File: src/stpg_pkg.sv
// Constants, types and register map of the test pattern generator
// What this block does
// - Single-pass set: send exactly one packet after start, then idle.
// - Single-pass clear: send packets back to back while run stays set.
// - Start only on run rising edge while idle; held run never restarts.
// - Clearing run in continuous mode lets the current packet finish.
// - Source select high: FIFO gets idles or packets, MAC data ignored.
// - Status bit 3 reads one while sending, zero when idle.
// - Status bits 2:0 show the state in the given Gray code.
// - Force enable bit 10 sends two alternating patterns instead of traffic.
// - Force mode presents word A and word B bits 9:0 alternately.
// - Each forced word drives every other clock; word A resets to 17Ch.
// - Force mode works together with serial control bit 13 idle test.
// - Offsets 00-0f and 1f are fixed; other offsets follow block select, except block register 3e.
// - Block field 0000 selects block 0, 0001 block 1; resets to 0.
// - Gap code 001 is 6 bytes, plus 4 per code to 30; reset 100.
// - Size field counts 256-byte units; code 111111 gives 16,128 bytes.
package stpg_pkg;
   localparam logic [5:0] IDX_SER2 = 6'h22;
   localparam logic [5:0] IDX_CTRL = 6'h34;
   localparam logic [5:0] IDX_STAT = 6'h36;
   localparam logic [5:0] IDX_FTA = 6'h3A;
   localparam logic [5:0] IDX_FTB = 6'h3C;
   localparam logic [5:0] IDX_BLK = 6'h3E;
   localparam logic [5:0] IDX_FIXED_MAX = 6'h0F;
   localparam logic [5:0] IDX_FIXED_TOP = 6'h1F;
   localparam int SEL_BIT = 0;
   localparam int RUN_BIT = 1;
   localparam int SINGLE_BIT = 2;
   localparam int SIZE_LSB = 3;
   localparam int SIZE_W = 6;
   localparam int GAP_LSB = 9;
   localparam int GAP_W = 3;
   localparam int ACT_BIT = 3;
   localparam int FT_EN_BIT = 10;
   localparam int FT_W = 10;
   localparam int IDLE_TEST_BIT = 13;
   localparam int BLK_W = 4;
   localparam logic [15:0] CTRL_RST = 16'h0820;
   localparam logic [10:0] FTA_RST = 11'h17C;
   localparam logic [9:0] FTB_RST = 10'h000;
   localparam logic [3:0] BLK_RST = 4'h0;
   localparam logic [15:0] SER2_RST = 16'h0000;
   localparam logic [7:0] PRE_BYTE = 8'h55;
   localparam logic [7:0] SFD_BYTE = 8'hD5;
   localparam logic [13:0] PRE_LAST = 14'h0006;
   localparam logic [13:0] CRC_LAST = 14'h0003;
   localparam logic [13:0] CRC_BYTES = 14'h0004;
   localparam logic [4:0] GAP_BASE = 5'h02;
   localparam logic [31:0] CRC_POLY = 32'hEDB88320;
   localparam logic [31:0] CRC_INIT = 32'hFFFFFFFF;

   typedef struct packed {
      logic [7:0] paddr;
      logic pwrite;
      logic [31:0] pwdata;
   } stpg_apb_req_t;

   typedef struct packed {
      logic valid;
      logic [7:0] data;
   } stpg_byte_t;

   typedef struct packed {
      logic force_en;
      logic idle_test;
      logic [9:0] code;
   } stpg_word_t;

   typedef enum logic [2:0] {
      ST_IDLE, ST_PRE, ST_SFD, ST_DATA, ST_CRC, ST_GAP, ST_GAP2
   } stpg_state_t;
endpackage

File: src/stpg_top.sv
// Test pattern generator, force-transmit words and register page
`timescale 1ns/1ps
`default_nettype none
module stpg_top
(
   input wire logic clk, // Core clock
   input wire logic nrst, // Synchronous reset, low
   input wire logic psel, // APB select
   input wire logic penable, // APB access phase
   input wire stpg_pkg::stpg_apb_req_t apb_req, // Address, dir, data
   output logic pready, // APB ready
   output logic pslverr, // APB error, always low
   output logic [31:0] prdata, // APB read data
   input wire stpg_pkg::stpg_byte_t mac_tx, // MAC transmit byte
   output stpg_pkg::stpg_byte_t fifo_tx, // Byte into transmit FIFO
   output stpg_pkg::stpg_word_t serdes_tx // Forced word to serializer
);
   import stpg_pkg::*;

   function automatic logic [31:0] crc_step(input logic [31:0] c,
      input logic [7:0] d);
      logic [31:0] r;
      r = c ^ {24'h000000, d};
      for (int i = 0; i < 8; i++)
      begin
         r = r[0] ? ((r >> 1) ^ CRC_POLY) : (r >> 1);
      end
      return r;
   endfunction

   ///////////////////////////////////////////////////////////////////
   logic [15:0] ctrl;
   logic [10:0] fta;
   logic [9:0] ftb;
   logic [3:0] blk;
   logic [15:0] ser2;
   stpg_state_t state;
   stpg_state_t next_state;
   logic [13:0] cnt;
   logic [13:0] next_cnt;
   logic [31:0] crc;
   logic run_q;
   logic phase;

   ///////////////////////////////////////////////////////////////////
   wire [5:0] idx = apb_req.paddr[7:2];
   wire aligned = apb_req.paddr[1:0] == 2'b00;
   // Fixed offsets hold nothing here and read zero in every block
   // fixed versus steered
   wire fixed = (idx <= IDX_FIXED_MAX) || (idx == IDX_FIXED_TOP);
   wire blk0 = blk == 4'h0;
   wire steer_ok = aligned && !fixed && blk0;
   wire hit_ctrl = steer_ok && idx == IDX_CTRL;
   wire hit_stat = steer_ok && idx == IDX_STAT;
   wire hit_fta = steer_ok && idx == IDX_FTA;
   wire hit_ftb = steer_ok && idx == IDX_FTB;
   wire hit_ser2 = steer_ok && idx == IDX_SER2;
   // Block register stays reachable so software can switch back
   wire hit_blk = aligned && idx == IDX_BLK;
   wire wr = psel && penable && apb_req.pwrite;
   wire [15:0] wd = apb_req.pwdata[15:0];

   wire sel_gen = ctrl[SEL_BIT];
   wire run = ctrl[RUN_BIT];
   wire single = ctrl[SINGLE_BIT];
   wire [5:0] size = ctrl[SIZE_LSB +: SIZE_W];
   wire [2:0] gap = ctrl[GAP_LSB +: GAP_W];
   wire ft_en = fta[FT_EN_BIT];

   ///////////////////////////////////////////////////////////////////
   // Invalid zero codes fall back to the smallest size and gap
   // size in 256-byte units
   wire [5:0] size_eff = (size == 6'h00) ? 6'h01 : size;
   wire [13:0] frame_len = {size_eff, 8'h00};
   wire [13:0] data_last = frame_len - CRC_BYTES - 14'h0001;
   // gap of 2 plus 4 per code
   wire [2:0] gap_eff = (gap == 3'b000) ? 3'b001 : gap;
   wire [4:0] gap_len = GAP_BASE + {gap_eff, 2'b00};
   wire [13:0] gap_last = {9'h000, gap_len - 5'h02};

   wire pg_start = run && !run_q && state == ST_IDLE;
   wire active = state != ST_IDLE;

   logic [2:0] gray;
   assign gray = (state == ST_PRE) ? 3'b001 :
                 (state == ST_SFD) ? 3'b011 :
                 (state == ST_DATA) ? 3'b010 :
                 (state == ST_CRC) ? 3'b110 :
                 (state == ST_GAP) ? 3'b100 :
                 (state == ST_GAP2) ? 3'b101 : 3'b000;
   wire [15:0] stat = {12'h000, active, gray};

   ///////////////////////////////////////////////////////////////////
   // framing sequence
   always_comb
   begin
      next_state = state;
      next_cnt = cnt + 14'h0001;
      unique case (state)
         ST_IDLE:
         begin
            next_cnt = 14'h0000;
            if (pg_start)
               next_state = ST_PRE;
         end
         ST_PRE:
         begin
            if (cnt == PRE_LAST)
            begin
               next_state = ST_SFD;
               next_cnt = 14'h0000;
            end
         end
         ST_SFD:
         begin
            next_state = ST_DATA;
            next_cnt = 14'h0000;
         end
         ST_DATA:
         begin
            if (cnt == data_last)
            begin
               next_state = ST_CRC;
               next_cnt = 14'h0000;
            end
         end
         ST_CRC:
         begin
            if (cnt == CRC_LAST)
            begin
               next_state = ST_GAP;
               next_cnt = 14'h0000;
            end
         end
         ST_GAP:
         begin
            if (cnt == gap_last)
            begin
               next_state = ST_GAP2;
               next_cnt = 14'h0000;
            end
         end
         ST_GAP2:
         begin
            next_cnt = 14'h0000;
            if (single || !run)
               next_state = ST_IDLE;
            else
               next_state = ST_PRE;
         end
      endcase
   end

   always_ff @(posedge clk)
   begin
      if (!nrst)
      begin
         state <= ST_IDLE;
         cnt <= 14'h0000;
         run_q <= 1'b0;
      end
      else
      begin
         state <= next_state;
         cnt <= next_cnt;
         run_q <= run;
      end
   end

   always_ff @(posedge clk)
   begin
      if (!nrst)
         crc <= CRC_INIT;
      else if (state == ST_SFD)
         crc <= CRC_INIT;
      else if (state == ST_DATA)
         crc <= crc_step(crc, cnt[7:0]);
   end

   ///////////////////////////////////////////////////////////////////
   // CRC goes out inverted, low byte first
   wire [31:0] crc_sh = ~crc >> {cnt[1:0], 3'b000};
   stpg_byte_t gen_byte;
   assign gen_byte.valid = state inside {ST_PRE, ST_SFD, ST_DATA, ST_CRC};
   assign gen_byte.data = (state == ST_PRE) ? PRE_BYTE :
                          (state == ST_SFD) ? SFD_BYTE :
                          (state == ST_DATA) ? cnt[7:0] :
                          (state == ST_CRC) ? crc_sh[7:0] : 8'h00;

   always_ff @(posedge clk)
   begin
      if (!nrst)
         fifo_tx <= '0;
      else if (sel_gen)
         fifo_tx <= gen_byte;
      else
         fifo_tx <= mac_tx;
   end

   ///////////////////////////////////////////////////////////////////
   // alternate A and B each clock
   wire [9:0] force_code = phase ? ftb : fta[FT_W-1:0];

   always_ff @(posedge clk)
   begin
      if (!nrst)
      begin
         phase <= 1'b0;
         serdes_tx <= '0;
      end
      else
      begin
         phase <= ft_en ? !phase : 1'b0;
         serdes_tx.force_en <= ft_en;
         serdes_tx.idle_test <= ser2[IDLE_TEST_BIT];
         serdes_tx.code <= ft_en ? force_code : 10'h000;
      end
   end

   ///////////////////////////////////////////////////////////////////
   always_ff @(posedge clk)
   begin
      if (!nrst)
      begin
         ctrl <= CTRL_RST;
         fta <= FTA_RST;
         ftb <= FTB_RST;
         blk <= BLK_RST;
         ser2 <= SER2_RST;
      end
      else if (wr)
      begin
         if (hit_ctrl)
            ctrl <= wd;
         if (hit_fta)
            fta <= wd[10:0];
         if (hit_ftb)
            ftb <= wd[9:0];
         if (hit_blk)
            blk <= wd[BLK_W-1:0];
         if (hit_ser2)
            ser2 <= wd;
      end
   end

   wire [15:0] rd16 = hit_ctrl ? ctrl :
                      hit_stat ? stat :
                      hit_fta ? {5'h00, fta} :
                      hit_ftb ? {6'h00, ftb} :
                      hit_blk ? {12'h000, blk} :
                      hit_ser2 ? ser2 : 16'h0000;

   assign pready = 1'b1;
   assign pslverr = 1'b0;
   assign prdata = {16'h0000, rd16};
endmodule
`default_nettype wire

File: config.mk
export PLATFORM = sky130hd
export DESIGN_NAME = stpg_top
export DESIGN_NICKNAME = d
export VERILOG_FILES = /design/src/stpg_pkg.sv /design/src/stpg_top.sv
export SDC_FILE = /design/constraint.sdc
export NUM_CORES = 1
export LEC_CHECK = 0
export BUFFER_PORTS_ARGS = -buffer_cell sky130_fd_sc_hd__buf_2
export CORE_ASPECT_RATIO = 1.4
export CORE_MARGIN = 2
export CORE_UTILIZATION = 57
export CTS_CLUSTER_SIZE = 25
export DETAILED_ROUTE_END_ITERATION = 10
export PLACE_DENSITY = 0.8
export SYNTH_ARGS = -nofsm -noshare
export SYNTH_HDL_FRONTEND = slang
export SYNTH_SLANG_ARGS = --single-unit
File: constraint.sdc
create_clock -name clk -period 3.6 [get_ports clk]
set_clock_uncertainty 0.2 [all_clocks]
set_input_delay 0.18 -clock clk [delete_from_list [all_inputs] [get_ports clk]]
set_output_delay 0.18 -clock clk [all_outputs]
set_load 0.05 [all_outputs]
==> results.toml <==
[grt]
grt_pass1_wl_um = 27700
gr-usage-all-layers_pct = 27.6
grt_max_degree = 65
grt_remaining_overflow = 0
antenna_found_initial = 0
grt_pass1_vias = 5767

[power]
seqPwrFrac_pct = 43.8
p_total_mw = 3.28
power.switching_mw = 0.708
switching_share_pct = 21.6
power_frac_clock_pct = 51.0
ir_drop_mv = 0.275
p_per_area_nw_per_um2 = 415
intPower_mw = 2.57
leakage_nw = 3.18
p_comb_share_pct = 5.1

[outcome]
outcome = "complete, no violations"

[place]
dpl_worst_slack_ps = 419
dp_hpwl_um = 11900
port_buffers = 74
place.gp.congestion = 0.936

[synth]
synth_edf_count = 0
synthesis.area_um2 = 6730
syn_inst = 772
synth_ff_type = "dfxtp_1"
synth.area.top_cells = "dfxtp_1, nand2_1, xnor2_1"
ys_seq_area_share_pct = 38.4
async_reset_ff_share_pct = 0
synth_top_area_cell = "dfxtp_1"
netlist.area_leader.share_pct = 38.4
synthDistinctLibCells = 66
ys_warn_count = 0
syn_avg_cell_area_um2 = 8.71
ys_ff_latch = 129

[layout]
drive_above_1_share_pct = 16.8
fin_nets = 908
diodes = 0
areaGrowthSynthToFinish_pct = 17.4

[setup_path]
critPathCaptureType = "primary output"
r2r_slack_ps = 400
r2r_end = "cnt[6]$_SDFF_PN0_"
crit_fanout = 12
max_stage_delay_ps = 550
crit_path_top_delay_cell = "or4b_4"
start_kind = "register"
crit_type = "register to primary output"
r2r-start = "ctrl[5]$_SDFFE_PN1P_"
critPathRequiredTime_ps = 3220
arrival_ps = 2830
reg2reg_depth = 10
crit_chain = "nor4_2 > or4b_4 > nor2_4 > a222oi_1 > a21oi_1 > o221a_2 > buf_2"

[cts]
cts-hold-fix-buffers = 28
clock_sinks = 129
cts_tree = "yes"
clock_latency_ps = 420
htreeDepth = 4
postCtsSetupBuffers = 0
clk_pin_slew_ps = 50
clockBufferDepth = 2
root_buffer = "clkbuf_16"
numCtsBuffers = 17
cts-resized-gates = 0

[worst_hold_path]
hold_class = "input port to register"
hold_end = "blk[2]$_SDFFE_PN0P_"
min_from = "apb_req[34]"
min_path_cells = 5

[sta]
rsz0062_at_grt = "no"
setup_viol = 0
slew_headroom_pct = 39.5
maxSlewViolCount = 0
setup-tns-final_ps = 0
fin_ws_ps = 391
layout_min_cycle_time_ps = 3210
hold_viol_final = 0
period_share_pct = 89.1
worstMarginPinSlew_ps = 899
fmax_ghz = 0.312
worst_hold_slack_ps = 154

[flow_run]
cap_violations = 0

[floorplanning]
die_h_um = 133
num_rows = 46
core_region_area_um2 = 11400
io_pins = 109
die_w_um = 95.8
dieArea_um2 = 12700
start_util_pct = 59.0

[route]
drcViolationCount = 0
totalWireLength_um = 16900
ant_nets = 0
vias_per_cell = 5.81
drt-initial-drc-count = 411
post_drt_wl_per_cell_um = 16.8
drtPass1Iterations = 7
route.vias.total = 5844
cells in the mapped netlist, drive strengths merged, types with 2 or more instances:
cell type	n
a31oi	6
nand2	171
buf	35
a21oi	7
o221ai	2
a222oi	9
clkbuf	33
o21bai	2
o211a	3
a21boi	51
nor4	8
mux2i	10
nor2b	5
nand2b	9
a221oi	2
nor2	45
o21a	3
nand3	24
nand4	5
ha	4
xor2	38
and3	4
mux4	8
nor3	7
o211ai	33
inv	6
o21ai	17
o31ai	2
a21o	2
conb	2
a22o	5
and2	8
or3	5
xnor2	52
dfxtp	129
or4	3
worst max-delay path by stage:
stage,start,endpoint,slack [ps],cells after the start
2_1_floorplan,ctrl[5]$_SDFFE_PN1P_,state[0]$_SDFFE_PN0P_,780,10
3_3_place_gp,ctrl[5]$_SDFFE_PN1P_,cnt[5]$_SDFF_PN0_,550,10
6_report,blk[0]$_SDFFE_PN0P_,prdata[3],390,7
3_5_place_dp,ctrl[5]$_SDFFE_PN1P_,cnt[6]$_SDFF_PN0_,420,10
4_1_cts,ctrl[5]$_SDFFE_PN1P_,cnt[6]$_SDFF_PN0_,390,10
5_1_grt,ctrl[5]$_SDFFE_PN1P_,cnt[6]$_SDFF_PN0_,210,10
placed cells by master (no fill, tap or decap), types with 4 or more instances in the layout:
cell type	n
a21oi_1	6
clkbuf_1	4
nor3_1	6
and2_1	8
inv_1	6
xnor2_2	12
nand3_1	24
nand2b_1	9
a31oi_1	6
nor4_1	6
or3_1	5
buf_4	9
a21boi_0	36
nand4_1	5
mux4_2	8
nor2_1	43
ha_1	4
buf_2	74
and3_1	4
clkbuf_16	17
nand2_1	170
xnor2_1	40
a222oi_1	9
o21ai_0	17
xor2_1	38
a22o_1	5
a21boi_1	14
dlygate4sd3_1	28
o211ai_1	33
mux2i_1	10
clkbuf_8	4
nor2b_1	5
conb_1	18
dfxtp_1	129
stage by stage:
stage	cells	util [%]	cell area, µm²
finish	1005	69.3	7900
global route	1005	69.3	7900
CTS	1005	69.3	7900
detailed placement	947	61.8	7040
global placement	947	61.8	7040
floorplan	788	-	6790
layer usage:
layer	GRT usage (%)	vias to the layer above	share of wire [%]
li1	-	2779	-
met1	31.1	2780	38
met2	49.1	236	54
met3	5.52	49	5.8
met4	11.8	0	2.9
met5	0	-	0
registers in the layout, indices dropped and copies added, names as in the netlist, 3 cells and up:
signal	count
fta	11
ctrl	16
state	3
blk	4
crc	32
serdes_tx	12
fifo_tx	9
ser2	16
ftb	10
cnt	14
cell type report:
| type | instances | area (µm²) |
|---|---|---|
| clock inverters | 5 | 77.6 |
| multi-input cells | 584 | 3820 |
| repair buffers | 111 | 718 |
| clock buffers | 25 | 495 |
| flip-flops and latches | 129 | 2580 |
| fillers | 849 | 3500 |
| well taps | 144 | 180 |
| inverters | 7 | 26.3 |
worst max-delay path: cells and delay by family (launching register included):
family / cells / cell delay (ps)
buf+inv: 1 / 260
compound gates: 3 / 550
flops: 1 / 330
simple gates: 3 / 1270
power groups by stage:
stage | clock, mW | combinational, mW | sequential [mW]
2_1_floorplan | 0 | 0.0935 | 1.49
3_3_place_gp | 0 | 0.141 | 1.47
3_5_place_dp | 0 | 0.143 | 1.47
4_1_cts | 1.69 | 0.166 | 1.44
5_1_grt | 1.75 | 0.178 | 1.44
6_report | 1.67 | 0.169 | 1.44
cells by family after synthesis:
logic type               after synthesis  synth area share, %
AND/OR/NAND/NOR                      301                 20.3
AO/OA/AOI/OAI                        153                 17.4
flip-flops                           129                 38.4
XOR/XNOR                              90                 13.1
buffers and inverters                 75                 5.84
multiplexers                          18                 4.17
adder cells (fa/ha/maj)                4                0.744
other                                  2                0.112
(Power assumes the default switching activity.)
